File: config.mk
export PLATFORM = sky130hd
export DESIGN_NAME = tcs_sequencer
export DESIGN_NICKNAME = d
export VERILOG_FILES = /design/src/core/tcs_conv_timer.v /design/src/core/tcs_sequencer.v
export VERILOG_INCLUDE_DIRS = /design/src /design/src/core
export SDC_FILE = /design/constraint.sdc
export NUM_CORES = 1
export LEC_CHECK = 0
export BUFFER_PORTS_ARGS = -buffer_cell sky130_fd_sc_hd__clkbuf_2
export CAP_MARGIN = 20
export CORE_MARGIN = 5
export CORE_UTILIZATION = 40
export DETAILED_ROUTE_END_ITERATION = 7
export PLACE_DENSITY = 0.58
export SYNTH_ARGS = -nofsm -noshare
export SYNTH_HDL_FRONTEND = slang
export SYNTH_HIERARCHICAL = 1
export SYNTH_SLANG_ARGS = --single-unit
File: constraint.sdc
create_clock -name CLK_SYS -period 14.4 [get_ports CLK_SYS]
set_clock_uncertainty 0.05 [all_clocks]
set_input_delay 1.44 -clock CLK_SYS [delete_from_list [all_inputs] [get_ports CLK_SYS]]
set_output_delay 1.44 -clock CLK_SYS [all_outputs]
set_load 0.02 [all_outputs]
File: src/core/tcs_defs.vh
`ifndef TCS_DEFS_VH
`define TCS_DEFS_VH

// register pointers
`define TCS_PTR_CONFIG 8'h30
`define TCS_PTR_RESULT_BASE 8'h00

// configuration field positions
`define TCS_REM_EN_HI 11
`define TCS_REM_EN_LO 8
`define TCS_LOC_EN_BIT 7
`define TCS_SINGLE_BIT 6
`define TCS_SHUT_BIT 5
`define TCS_RATE_HI 4
`define TCS_RATE_LO 2
`define TCS_BUSY_BIT 1
`define TCS_RESV0_BIT 0

// reset values
`define TCS_CONFIG_RST 16'h0F9C
`define TCS_RATE_B2B 3'h7

// timing: conversion times in microseconds (tenths of a ms as printed)
`define TCS_CLK_HZ 25000000
`define TCS_LOC_CONV_US 15500
`define TCS_REM_CONV_US 15800
// slowest cycle period, 16 s, in microseconds
`define TCS_SLOW_PERIOD_US 16000000
// pipeline cycles around each conversion and each idle gap
`define TCS_CONV_OVH_CYC 2
`define TCS_IDLE_OVH_CYC 3

`endif

File: src/core/tcs_conv_timer.v
`timescale 1ns/1ns
// conversion and idle countdown timer; one load, one done pulse
module tcs_conv_timer #(
  parameter CW = 29
) (
  // clock and reset
  input wire clk,
  input wire rst,
  // control
  input wire load,
  input wire abort,
  input wire [CW-1:0] count,
  // status
  output reg running_q,
  output reg done_q
);
  reg [CW-1:0] cnt_q;

  ////////////////////////////////////////////////////////////////////////
  // load wins over a running count; abort kills it silently
  always @(posedge clk)
  begin
    if (rst)
    begin
      cnt_q <= {CW{1'b0}};
      running_q <= 1'b0;
      done_q <= 1'b0;
    end
    else
    begin
      done_q <= 1'b0;
      if (abort)
      begin
        running_q <= 1'b0;
        cnt_q <= {CW{1'b0}};
      end
      else if (load)
      begin
        cnt_q <= count;
        running_q <= 1'b1;
      end
      else if (running_q)
      begin
        if (cnt_q <= {{(CW-1){1'b0}}, 1'b1})
        begin
          running_q <= 1'b0;
          done_q <= 1'b1;
        end
        else
          cnt_q <= cnt_q - {{(CW-1){1'b0}}, 1'b1};
      end
    end
  end
endmodule // tcs_conv_timer

File: src/core/tcs_sequencer.v
`timescale 1ns/1ns
`include "tcs_defs.vh"

module tcs_sequencer #(
  parameter LOC_CONV_CYC = (`TCS_LOC_CONV_US * (`TCS_CLK_HZ / 1000000)),
  parameter REM_CONV_CYC = (`TCS_REM_CONV_US * (`TCS_CLK_HZ / 1000000)),
  parameter SLOW_CYC = (`TCS_SLOW_PERIOD_US * (`TCS_CLK_HZ / 1000000))
) (
  // clock and reset
  input wire CLK_SYS,
  input wire RST,
  // register port from the two-wire serial front end
  input wire [7:0] REG_PTR,
  input wire REG_WR,
  input wire [15:0] REG_WDATA,
  input wire REG_RD,
  output reg [15:0] REG_RDATA,
  // converter data path
  input wire [15:0] ADC_RESULT,
  output reg [2:0] ADC_CHANNEL,
  output reg ADC_ACTIVE,
  output reg RESULT_WE,
  output reg [2:0] RESULT_CHANNEL,
  output reg [15:0] RESULT_DATA
);
  localparam CW = 29;
  localparam [1:0] ST_IDLE = 2'h0;
  localparam [1:0] ST_CONV = 2'h1;
  localparam [1:0] ST_WAIT = 2'h2;
  localparam [2:0] CH_LOCAL = 3'h0;
  // handshake cycles, taken off the idle gap so the period stays exact
  localparam [CW-1:0] CONV_OVH = `TCS_CONV_OVH_CYC;
  localparam [CW-1:0] IDLE_OVH = `TCS_IDLE_OVH_CYC;

  reg [3:0] remote_channel_enables_q;
  reg local_channel_enable_q;
  reg single_shot_request_q;
  reg shutdown_request_q;
  reg [2:0] cycle_rate_field_q;
  reg [1:0] state_q;
  reg [2:0] chan_q;
  reg [CW-1:0] cycle_cnt_q;
  reg [15:0] result_mem_q [0:4];
  reg tmr_load;
  reg [CW-1:0] tmr_count;
  wire tmr_running;
  wire tmr_done;
  wire [4:0] enables;
  wire halted;
  wire wr_cfg;
  wire start_single;
  integer i;

  // enable vector indexed by channel: 0 local, 1..4 remote one..four
  assign enables = {remote_channel_enables_q, local_channel_enable_q};
  // shutdown, or nothing enabled, both mean no continuous work
  assign halted = shutdown_request_q || (enables == 5'h00);
  assign wr_cfg = REG_WR && (REG_PTR == `TCS_PTR_CONFIG);
  assign start_single = wr_cfg && REG_WDATA[`TCS_SINGLE_BIT]
    && REG_WDATA[`TCS_SHUT_BIT]
    && (REG_WDATA[`TCS_REM_EN_HI:`TCS_LOC_EN_BIT] != 5'h00)
    && (state_q == ST_IDLE) && shutdown_request_q;

  ////////////////////////////////////////////////////////////////////////
  // next enabled channel after cur in round-robin order, wrapping
  function [2:0] next_chan;
    input [2:0] cur;
    input [4:0] en;
    reg [2:0] k;
    reg found;
    integer j;
    begin
      next_chan = CH_LOCAL;
      found = 1'b0;
      k = cur;
      for (j = 0; j < 5; j = j + 1)
      begin
        k = (k == 3'h4) ? 3'h0 : k + 3'h1;
        if (!found && en[k])
        begin
          next_chan = k;
          found = 1'b1;
        end
      end
    end
  endfunction

  // first enabled channel of a cycle, searched from local
  function [2:0] first_chan;
    input [4:0] en;
    begin
      first_chan = next_chan(3'h4, en);
    end
  endfunction

  // conversion length of one channel; local and remote differ
  function [CW-1:0] conv_len;
    input [2:0] ch;
    begin
      if (ch == CH_LOCAL)
        conv_len = LOC_CONV_CYC[CW-1:0];
      else
        conv_len = REM_CONV_CYC[CW-1:0];
    end
  endfunction

  ////////////////////////////////////////////////////////////////////////
  tcs_conv_timer #(
    .CW(CW)
  ) u_timer (
    .clk(CLK_SYS),
    .rst(RST),
    .load(tmr_load),
    .abort(wr_cfg && REG_WDATA[`TCS_SHUT_BIT]),
    .count(tmr_count),
    .running_q(tmr_running),
    .done_q(tmr_done)
  );

  ////////////////////////////////////////////////////////////////////////
  // configuration register; reserved and busy bits are not stored
  always @(posedge CLK_SYS)
  begin
    if (RST)
    begin
      remote_channel_enables_q <= 4'hF;
      local_channel_enable_q <= 1'b1;
      single_shot_request_q <= 1'b0;
      shutdown_request_q <= 1'b0;
      cycle_rate_field_q <= `TCS_RATE_B2B;
    end
    else if (wr_cfg)
    begin
      remote_channel_enables_q <= REG_WDATA[`TCS_REM_EN_HI:`TCS_REM_EN_LO];
      local_channel_enable_q <= REG_WDATA[`TCS_LOC_EN_BIT];
      // all enables zero reads back as shutdown
      shutdown_request_q <= REG_WDATA[`TCS_SHUT_BIT]
        || (REG_WDATA[`TCS_REM_EN_HI:`TCS_LOC_EN_BIT] == 5'h00);
      cycle_rate_field_q <= REG_WDATA[`TCS_RATE_HI:`TCS_RATE_LO];
      // a request out of shutdown never latches
      single_shot_request_q <= start_single;
    end
    else if (single_shot_request_q && state_q == ST_IDLE
      && cycle_cnt_q != {CW{1'b0}})
      single_shot_request_q <= 1'b0;
  end

  ////////////////////////////////////////////////////////////////////////
  // sequencer: idle, converting one channel, idle gap between cycles
  always @(posedge CLK_SYS)
  begin
    if (RST)
    begin
      state_q <= ST_IDLE;
      chan_q <= CH_LOCAL;
      cycle_cnt_q <= {CW{1'b0}};
      tmr_load <= 1'b0;
      tmr_count <= {CW{1'b0}};
      RESULT_WE <= 1'b0;
      RESULT_CHANNEL <= CH_LOCAL;
      RESULT_DATA <= 16'h0000;
      for (i = 0; i < 5; i = i + 1)
        result_mem_q[i] <= 16'h0000;
    end
    else
    begin
      tmr_load <= 1'b0;
      RESULT_WE <= 1'b0;
      if (wr_cfg && REG_WDATA[`TCS_SHUT_BIT])
      begin
        // abort mid-conversion; result of it is dropped
        state_q <= ST_IDLE;
        chan_q <= CH_LOCAL;
        cycle_cnt_q <= {CW{1'b0}};
      end
      else
      begin
        case (state_q)
          ST_IDLE:
          begin
            cycle_cnt_q <= {CW{1'b0}};
            // the write edge itself aborts, so a latched pass starts here
            if ((!halted && !single_shot_request_q)
              || (single_shot_request_q && cycle_cnt_q == {CW{1'b0}}))
            begin
              // always restart a cycle from the first enabled channel
              chan_q <= first_chan(wr_cfg ?
                REG_WDATA[`TCS_REM_EN_HI:`TCS_LOC_EN_BIT] : enables);
              state_q <= ST_CONV;
              tmr_count <= conv_len(first_chan(wr_cfg ?
                REG_WDATA[`TCS_REM_EN_HI:`TCS_LOC_EN_BIT] : enables));
              tmr_load <= 1'b1;
            end
          end
          ST_CONV:
          begin
            if (tmr_done)
            begin
              result_mem_q[chan_q] <= ADC_RESULT;
              RESULT_WE <= 1'b1;
              RESULT_CHANNEL <= chan_q;
              RESULT_DATA <= ADC_RESULT;
              if (next_chan(chan_q, enables) > chan_q && enables != 5'h00)
              begin
                // skip disabled channels within the cycle
                chan_q <= next_chan(chan_q, enables);
                tmr_count <= conv_len(next_chan(chan_q, enables));
                tmr_load <= 1'b1;
                cycle_cnt_q <= cycle_cnt_q + conv_len(chan_q) + CONV_OVH;
              end
              else if (single_shot_request_q)
              begin
                // pass done; mark it so the bit clears
                state_q <= ST_IDLE;
                cycle_cnt_q <= {{(CW-1){1'b0}}, 1'b1};
              end
              else if (cycle_rate_field_q == `TCS_RATE_B2B)
              begin
                state_q <= ST_IDLE;
              end
              else
              begin
                // idle fills the rest of the period; conversion untouched
                state_q <= ST_WAIT;
                tmr_count <= idle_len(cycle_cnt_q + conv_len(chan_q)
                  + CONV_OVH);
                tmr_load <= 1'b1;
              end
            end
          end
          ST_WAIT:
          begin
            if (tmr_done || halted)
              state_q <= ST_IDLE;
          end
          default:
            state_q <= ST_IDLE;
        endcase
      end
    end
  end

  // idle time = period (16 s >> code) minus time spent converting
  function [CW-1:0] idle_len;
    input [CW-1:0] spent;
    reg [CW-1:0] period;
    begin
      period = SLOW_CYC[CW-1:0] >> cycle_rate_field_q;
      if (period > spent + IDLE_OVH + {{(CW-1){1'b0}}, 1'b1})
        idle_len = period - spent - IDLE_OVH;
      else
        idle_len = {{(CW-1){1'b0}}, 1'b1};
    end
  endfunction

  ////////////////////////////////////////////////////////////////////////
  // registered outputs: read data, converter steering
  always @(posedge CLK_SYS)
  begin
    if (RST)
    begin
      REG_RDATA <= 16'h0000;
      ADC_CHANNEL <= CH_LOCAL;
      ADC_ACTIVE <= 1'b0;
    end
    else
    begin
      ADC_CHANNEL <= chan_q;
      ADC_ACTIVE <= (state_q == ST_CONV) && !(wr_cfg
        && REG_WDATA[`TCS_SHUT_BIT]);
      if (REG_RD)
      begin
        if (REG_PTR == `TCS_PTR_CONFIG)
          REG_RDATA <= {4'h0, remote_channel_enables_q,
            local_channel_enable_q, single_shot_request_q,
            shutdown_request_q, cycle_rate_field_q,
            (state_q == ST_CONV), 1'b0};
        else if (REG_PTR < 8'h05)
          REG_RDATA <= result_mem_q[REG_PTR[2:0]];
        else
          REG_RDATA <= 16'h0000;
      end
    end
  end
endmodule // tcs_sequencer

==> Yosys cells after proc, flatten, opt, wreduce, memory -nomap -nowiden <==
Memory sizes are Yosys's and may differ from the RTL's.
Cells that the tools add are included.
{ "word_totals": {"ramBits": 80, "mem_bits_ro": 0, "ff_bits": 145, "mem_count": 1, "out_inout_bits": 40, "latchBits": 0} }
{ "memory_table": {"columns": ["name", "depth", "width", "rd", "rd_clocked_by_memory_dff", "wr", "line_no", "source"], "rows": [
  ["result_mem_q", 5, 16, 1, 0, 5, "tcs_sequencer.v:43", "reg [15:0] result_mem_q [0:4];"]
]} }
{ "classes": {"div": 0, "n_mul": 0, "n_eq_ne": 18, "n_mux": 166, "n_lt_le_gt_ge": 9, "n_shift": 1, "addsub": 14, "n_reduce_logical": 66, "bitwise_logic": 2} }
{ "ops": {"columns": ["op", "n"], "rows": [
  ["two-way mux 29 bit", 24],
  ["case mux 29 bit (2 select lines)", 2],
  ["two-way mux 3 bit", 31],
  ["two-way mux 1 bit", 88],
  ["adder 29 x 2 -> 29 bit, second input constant", 3],
  ["adder 29 bit", 2],
  ["two-way mux 18 bit", 3],
  ["two-way mux 16 bit", 3],
  ["adder 29 x 1 -> 29 bit, second input constant", 1],
  ["greater-than comparator 29 bit", 1],
  ["less-or-equal comparator 29 x 1 -> 1 bit, second input constant", 1],
  ["zero test 29 bit", 1],
  ["nonzero test 29 bit", 1],
  ["right shift 29 x 3 -> 29 bit, first input constant", 1],
  ["subtractor 29 x 1 -> 29 bit, second input constant", 1],
  ["subtractor 29 x 2 -> 29 bit, second input constant", 1],
  ["subtractor 29 bit", 1],
  ["logical AND 1 bit", 25],
  ["less-than comparator 3 x 4 -> 1 bit, second input constant", 5],
  ["== test 3 bit, second input constant", 6],
  ["OR reduction 16 bit", 1],
  ["adder 3 x 1 -> 3 bit, second input constant", 5],
  ["binary-select mux 1 bit (select 3 bit)", 5],
  ["zero test 1 bit", 15],
  ["26 further kinds", 49]
]} }

==> Logic depth before layout (Yosys ltp) <==
Gate-level depths: netlist (run 1).
{ "depth": {"depth_word": 81, "mapped_depth": 30} }

==> Hierarchy <==
The synthesis (run 1) kept the hierarchy.
{ "by_module_without_submodules": {"columns": ["module", "area_per_inst_um2", "n_inst", "cells_per_inst"], "rows": [
  ["tcs_sequencer", 15041.9, 1, 1574],
  ["tcs_conv_timer", 1883.1, 1, 225]
]} }

==> Least setup slack after synthesis (run 1) <==
OpenSTA, ideal clock, no wires.
{ "synth_path": {"path_type": "register to register", "start": "reg chan_q[0]", "end": "reg tmr_count[6]", "arrival_time_ps": 6641, "n_path_buf": 5, "setup_slack_ps": 7633, "period_less_slack_ps": 6767, "stages_incl_launch_ff": 29, "path_cell_list": "dfxtp_1 buf_2 buf_1 inv_1 ha_1 buf_2 a21boi_0 inv_1 ha_1 o21ai_0 a22oi_1 buf_4 ha_1 inv_1 a311oi_1 a311oi_1 o21ai_0 o311ai_4 or4_1 a31o_2 ha_1 nor2b_1 o21a_1 o21ai_1 nand2_1 a211oi_1 clkbuf_1 nand4b_1 a31oi_1"} }
{ "synth_between": {"elab_chain_cells": 47, "word_cells_on_any_way": 131, "classes_between": "11 x add/sub; 2 x order compare; 7 x eq/ne; 91 x mux; 20 x reduce/logical"} }
{ "synth_lines": {"columns": ["item", "line_no", "source"], "rows": [
  ["from (decl)", "tcs_sequencer.v:41", "reg [2:0] chan_q;"],
  ["from (signal assigned)", "tcs_sequencer.v:187", "chan_q <= first_chan(wr_cfg ?"],
  ["from (signal assigned)", "tcs_sequencer.v:206", "chan_q <= next_chan(chan_q, enables);"],
  ["parallel branches: the longest is 47 deep, another holds adder 29 bit", null, null],
  ["to (signal assigned)", "tcs_sequencer.v:190", "tmr_count <= conv_len(first_chan(wr_cfg ?"],
  ["to (signal assigned)", "tcs_sequencer.v:207", "tmr_count <= conv_len(next_chan(chan_q, enables));"],
  ["to (signal assigned)", "tcs_sequencer.v:225", "tmr_count <= idle_len(cycle_cnt_q + conv_len(chan_q)"],
  ["to (decl)", "tcs_sequencer.v:45", "reg [CW-1:0] tmr_count;"]
]} }
Several ways; the timed one is not identified. The select of a mux whose other input is x is not followed.
A chain may end at the register's enable or synchronous reset.

==> Worst setup path in the final report (run 1) <==
{ "layout_path": {"start": "reg chan_q[1]", "end": "reg tmr_count[22]"} }
{ "layout_between": {"elab_chain_cells": 42, "word_cells_on_any_way": 89, "classes_between": "11 x add/sub; 2 x order compare; 7 x eq/ne; 58 x mux; 11 x reduce/logical"} }
{ "layout_lines": {"columns": ["item"], "rows": [
  ["parallel branches: the longest is 42 deep, another holds adder 29 bit"]
]} }
Several ways; the timed one is not identified. The select of a mux whose other input is x is not followed.

==> metrics.cfg, run 1 <==
[setup_path]
worstPathMaxFanout = 18
cp.required_ns = 14.80
critPathLaunchType = flip-flop
critical_path_class = reg2reg
slowest_stage = a2111oi_0
worstSetupEndpointType = flip-flop
crit_buf_inv = 3
cpPeakStageDelay_ns = 0.75
cp_common_cell = o21ai_0
path_delay_family = compound AO/OA/AOI/OAI gates
arrival_ns = 8.83

[run_status]
outcome = completed

[placement]
dpl.hpwl_um = 33100
dp_slack_ns = 6.02
io_buffers = 77
gp_congestion = 0.895

[sta]
worst_pin_slew_ns = 1.03
maxSlewViolCount = 0
setup_tns_ns = 0
max-slew-margin-rel_pct = 31.2
layout_min_cycle_time_ns = 8.43
fin_crit_sh_pct = 58.5
worst_slack_ns = 5.97
setup_viol = 0
max_freq_mhz = 119
grt_setup_unrepaired = no
hold_viol = 0

[detailed_routing]
vias = 13879
via_per_inst = 5.78
wl_um = 46600
first_pass_iters = 5
routedWlPerCell_um = 19.4
ant_nets = 0
drc = 0
drtIter0Drc = 876

[grt]
grt_antenna_before_repair = 0
grt_max_degree = 46
grt_usage_pct = 19.6
grt-ovfl-total = 0
grt_pass1_wl_um = 74700
grt_pass1_vias = 13821

[clock_network]
numCtsBuffers = 30
h-tree-depth = 1
cts_buffer_depth = 3
root_buffer = clkbuf_16
cts_resized = 0
clkLatencyLatePin_ns = 0.59
cts_tree = done
cts_hold_buffers = 0
clk_pin_slew_ns = 0.06
postCtsSetupBuffers = 0
cts.sinks = 273

[synth]
ys_seq_area_share_pct = 39.9
ys_ff_latch = 273
synth_top_area_cell = edfxtp_1
synth_edf_count = 128
async_flop_share_pct = 0
yosys-top-cells-area = edfxtp_1 23%, dfxtp_1 17%, ha_1 7.5%
yosysWarnings = 6
synth_ff_type = dfxtp_1
synth_fp_nets = 1946
synth_top_area_share_pct = 22.7
synth_cell_type_count = 99
syn_area_mm2 = 0.0169
syn_inst = 1799
syn_avg_cell_area_um2 = 9.41

[floorplan]
rows = 75
core_mm2 = 0.0419
num_io_pins = 84
die_y_um = 216
initial_core_util_pct = 40.3
die_w_um = 216
dieArea_mm2 = 0.0465

[min_path]
hp-class = reg2reg

[job]
drv_cap = 0

[cells_and_area]
area_growth_pct = 11.2
final_common_cell = nor2_1
finalNetCount = 1987
layout_common_cells = 159 x nor2_1, 145 x dfxtp_1, 128 x nand2_1, 128 x edfxtp_1, 111 x a21oi_1
num_antenna_cells = 0
drive_gt1_share_pct = 12.8
nFillCells = 4052

[power]
power_leakage_nw = 7.35
vdd_drop_max_mv = 0.0922
p_per_area_mw_per_mm2 = 107

==> sequential cells by signal (all words and copies together), names as in the netlist, 2 cells and up <==
signal / cells
REG_RDATA: 16
state_q: 2
RESULT_CHANNEL: 3
u_timer/cnt_q: 29
result_mem_q: 128
chan_q: 3
ADC_CHANNEL: 3
RESULT_DATA: 16
cycle_cnt_q: 29
cycle_rate_field_q: 3
tmr_count: 29
remote_channel_enables_q: 4
==> cell usage after synthesis (24+ instances only) <==
library cell and count:
nor2_1 162, dfxtp_1 145, edfxtp_1 128, nand2_1 128, a21oi_1 111, inv_1 109, ha_1 101, and2_1 89
clkbuf_1 74, o21ai_0 66, nor3_1 45, xnor2_1 42, nand3_1 34, a211oi_1 32, mux4_2 32, a22oi_1 29
a21o_1 27, a31oi_1 27, xor2_1 26, mux2i_1 24, or3_1 24
==> path summary, 6_finish.rpt <==
kind / startpoint / endpoint / slack, ns / cells after the start
worst max-delay path: chan_q[1] / tmr_count[22] / 5.97 / 25
worst min-delay path: RESULT_DATA[7] / RESULT_DATA[7] / 0.41 / 2
worst max register to register: chan_q[1] / tmr_count[22] / 5.97 / 25
worst min register to register: RESULT_DATA[7] / RESULT_DATA[7] / 0.41 / 2
==> cells by family after synthesis <==
logic type,synth area share [%]
buf+inv,4.72
xor+xnor,3.65
mux,5.68
flops,39.9
simple gates,20.5
compound gates,17.9
fa+ha+maj,7.70
==> routing by layer <==
metal / share of wire (%) / vias up / GRT usage (%)
met5: 0 / - / 0
met4: 2.9 / 0 / 5.87
met3: 5.1 / 86 / 2.98
met2: 49 / 330 / 34.4
met1: 43 / 6749 / 25.0
li1: - / 6714 / -
==> worst min-delay path: stages, from the launching register on <==
cell     delay (ns)
dfxtp_1        0.31
nand2_1        0.05
a21oi_1        0.05
==> report_power, final <==
part | internal, W | switching (W)
Clock | 0.000456 | 0.000323
Combinational | 0.000141 | 0.000231
Sequential | 0.000840 | 0.0000250
==> area by class of cell <==
class,count,area (um2),share of cell area (%)
flip-flops and latches,273,6750,35.8
repair buffers,101,568,3.02
clock inverters,10,118,0.625
multi-input cells,1322,9420,50.0
clock buffers,46,881,4.68
inverters,112,422,2.24
well taps,539,674,3.58
==> stage by stage <==
stage | util, % | area (um2) | hold WS [ns] | total power (W) | std cells
after floorplan | - | 16900 | 0.378 | 0.00115 | 1799
after global placement | 42.5 | 17800 | 0.393 | 0.00124 | 2347
after detailed placement | 42.5 | 17800 | 0.402 | 0.00125 | 2347
after CTS | 44.9 | 18800 | 0.411 | 0.00204 | 2403
after global routing | 44.9 | 18800 | 0.436 | 0.00211 | 2403
final | 44.9 | 18800 | 0.409 | 0.00202 | 2403
(Power assumes the default switching activity.)
==> run 2: changes to the inputs <==
Settings changed: ABC_AREA set to 1, PLACE_DENSITY 0.58 to 0.6.
Clock period 14.4 ns to 7.4 ns, I/O delays scaled along.
==> run 2 against run 1 <==
Register-to-register slack worse by 5.4 ns. Global-route usage grew 0.57 points. Flip-flop and latch count unchanged. Utilization rose by 0.68 points. Clock power up 110%. Combinational power grew to 12 times the previous value. Worst hold slack lost 0.079 ns. Via count up 10%. First-iteration DRC count rose by 36%. Synthesized area increased by 1.3%. Critical path depth up 7. Synthesized cell count up 27%. Largest power group is now combinational cells.
==> metrics.cfg, run 2 <==
[clock_network]
clkLatencyLatePin_ns = 0.58  ; about the same
postCtsSetupBuffers = 0  ; unchanged
root_buffer = clkbuf_16
cts_hold_buffers = 0  ; unchanged
cts_buffer_depth = 3  ; unchanged
numCtsBuffers = 31  ; +3.3%
clk_pin_slew_ns = 0.07  ; about the same
cts_resized = 0  ; unchanged
cts_tree = done
cts.sinks = 273  ; unchanged
h-tree-depth = 1  ; unchanged

[synth]
ys_seq_area_share_pct = 39.3  ; -0.53 points
synth_top_area_share_pct = 22.4  ; -0.30 points
synth_edf_count = 128  ; unchanged
synth_ff_type = dfxtp_1
synth_common_cells = 457 x nand2_1, 335 x nor2_1, 247 x inv_1
yosysMostFrequentCell = nand2_1
synth_top_area_cell = edfxtp_1
yosysWarnings = 6  ; unchanged
async_flop_share_pct = 0  ; unchanged
synth_cell_type_count = 65  ; -34%
syn_inst = 2283  ; +27%
synth_fp_nets = 2430  ; +25%
yosys-top-cells-area = edfxtp_1 22%, dfxtp_1 17%, nand2_1 10%
syn_area_mm2 = 0.0172  ; +1.3%
syn_avg_cell_area_um2 = 7.51  ; -20%
ys_ff_latch = 273  ; unchanged

[sta]
layout_min_cycle_time_ns = 6.87  ; -1.56 ns
max_freq_mhz = 145  ; +23%
setup_viol = 0  ; unchanged
fin_crit_sh_pct = 92.9  ; +34 points
hold_viol = 0  ; unchanged
worst_pin_slew_ns = 0.980  ; -0.0532 ns
setup_tns_ns = 0  ; unchanged
grt_setup_unrepaired = no
maxSlewViolCount = 0  ; unchanged
worst_slack_ns = 0.527  ; -5.44 ns
max-slew-margin-rel_pct = 34.5  ; +3.4 points

[floorplan]
num_io_pins = 84  ; unchanged
die_y_um = 217  ; +0.64%
rows = 75  ; unchanged
initial_core_util_pct = 40.6  ; +0.27 points
die_w_um = 217  ; +0.64%
core_mm2 = 0.0422  ; +0.67%
dieArea_mm2 = 0.0471  ; +1.3%

[grt]
grt_pass1_wl_um = 78000  ; +4.5%
grt_pass1_vias = 14489  ; +4.8%
grt-ovfl-total = 0  ; unchanged
grt_usage_pct = 20.2  ; +0.57 points
grt_max_degree = 57  ; +24%
grt_antenna_before_repair = 1  ; +1

[setup_path]
cp.required_ns = 7.83  ; -6.97 ns
reg2reg_depth = 32  ; +28%
worstPathMaxFanout = 10  ; -8
critical_path.startpoint = chan_q[1]
critPathLaunchType = flip-flop
worst-r2r-setup-slack_ns = 0.53  ; -5.44 ns
worstSetupEndpointType = flip-flop
arrival_ns = 7.31  ; -1.52 ns
timing.rr.start = chan_q[1]
path_depth = 32  ; +28%
worst_r2r_endpoint = tmr_count[24]
endpoint = tmr_count[24]
cp_common_cell = nand2_1
critical_path_class = reg2reg
crit_buf_inv = 4  ; +1
cpPeakStageDelay_ns = 0.47  ; -0.28 ns
path_delay_family = simple AND/OR/NAND/NOR gates
slowest_stage = xor2_1

[cells_and_area]
largest_reg_flops = 128  ; unchanged
top_register = result_mem_q
final_cells = 2911  ; +21%
drive_gt1_share_pct = 11.5  ; -1.3 points
finalNetCount = 2494  ; +26%
num_antenna_cells = 0  ; unchanged
layout_common_cells = 457 x nand2_1, 335 x nor2_1, 247 x inv_1
area_growth_pct = 12.2
final_common_cell = nand2_1
final_cell_area_mm2 = 0.0192  ; +2.2%

[detailed_routing]
first_pass_iters = 6  ; +1
drtIter0Drc = 1192  ; +36%
routedWlPerCell_um = 16.8  ; -14%
wl_um = 48800  ; +4.7%
drc = 0  ; unchanged
vias = 15286  ; +10%
ant_nets = 0  ; unchanged
via_per_inst = 5.25  ; -9.1%

[run_status]
outcome = completed

[placement]
io_buffers = 77  ; unchanged
dp_slack_ns = 0.682  ; -5.34 ns
dpl.hpwl_um = 35900  ; +8.4%
gp_congestion = 0.912  ; +1.9%
placed_area_mm2 = 0.0181  ; +1.5%
dp.cells = 2852  ; +22%

[power]
total_power_w = 0.00818  ; +310%
p_per_area_mw_per_mm2 = 425  ; +300%
vdd_drop_max_mv = 0.218  ; +140%
power_leakage_nw = 8.50  ; +16%

[job]
drv_cap = 0  ; unchanged

[min_path]
hp-class = in2reg

==> run 2: how the worst min path moves through the flow <==
stage,from,endpoint,slack (ns),cells after the start
2_1_floorplan,tmr_count[0],tmr_count[0],0.39,2
3_3_place_gp,tmr_count[19],tmr_count[19],0.41,2
3_5_place_dp,REG_RDATA[14],REG_RDATA[14],0.40,2
4_1_cts,ADC_RESULT[6],result_mem_q[5][6],0.29,1
5_1_grt,ADC_RESULT[6],result_mem_q[5][6],0.30,1
6_report,ADC_RESULT[6],result_mem_q[6][6],0.33,1
==> run 2: final cells by class <==
class | instances | area [um2]
inverters | 280 | 1050
fillers | 4235 | 23000
clock inverters | 22 | 310
clock buffers | 36 | 806
flip-flops and latches | 273 | 6750
multi-input cells | 1658 | 9050
repair buffers | 103 | 601
well taps | 539 | 674
==> run 2: cells by family (layout without fill, tap and decap cells) <==
kind of cell / after synthesis / after routing / synth area share, %
flip-flops: 273 / 273 / 39.3
AND/OR/NAND/NOR: 1056 / 1056 / 26.8
adder cells (fa/ha/maj): 103 / 103 / 7.60
AO/OA/AOI/OAI: 436 / 436 / 14.6
XOR/XNOR: 63 / 63 / 3.65
buffers and inverters: 352 / 441 / 8.00
==> run 2: power by group <==
part           total (W)  leakage, nW  switching [W]  internal, W
Clock            0.00167        0.541       0.000641      0.00103
Combinational    0.00463         5.52        0.00309      0.00154
Sequential       0.00188         2.44       0.000148      0.00173
Total            0.00818         8.50        0.00388      0.00430
==> run 2: per-layer routing <==
layer,vias up,track usage (%),routed length [um]
met5,-,0,13
met4,2,5.77,1420
met3,83,2.54,2490
met2,370,33.2,22000
met1,7086,28.1,22900
li1,7745,-,-
==> run 2: per-stage QoR <==
step	hold slack (ns)	util [%]
2_1_floorplan	0.394	-
3_3_place_gp	0.408	42.9
3_5_place_dp	0.405	42.9
4_1_cts	0.294	45.5
5_1_grt	0.304	45.6
6_report	0.330	45.6
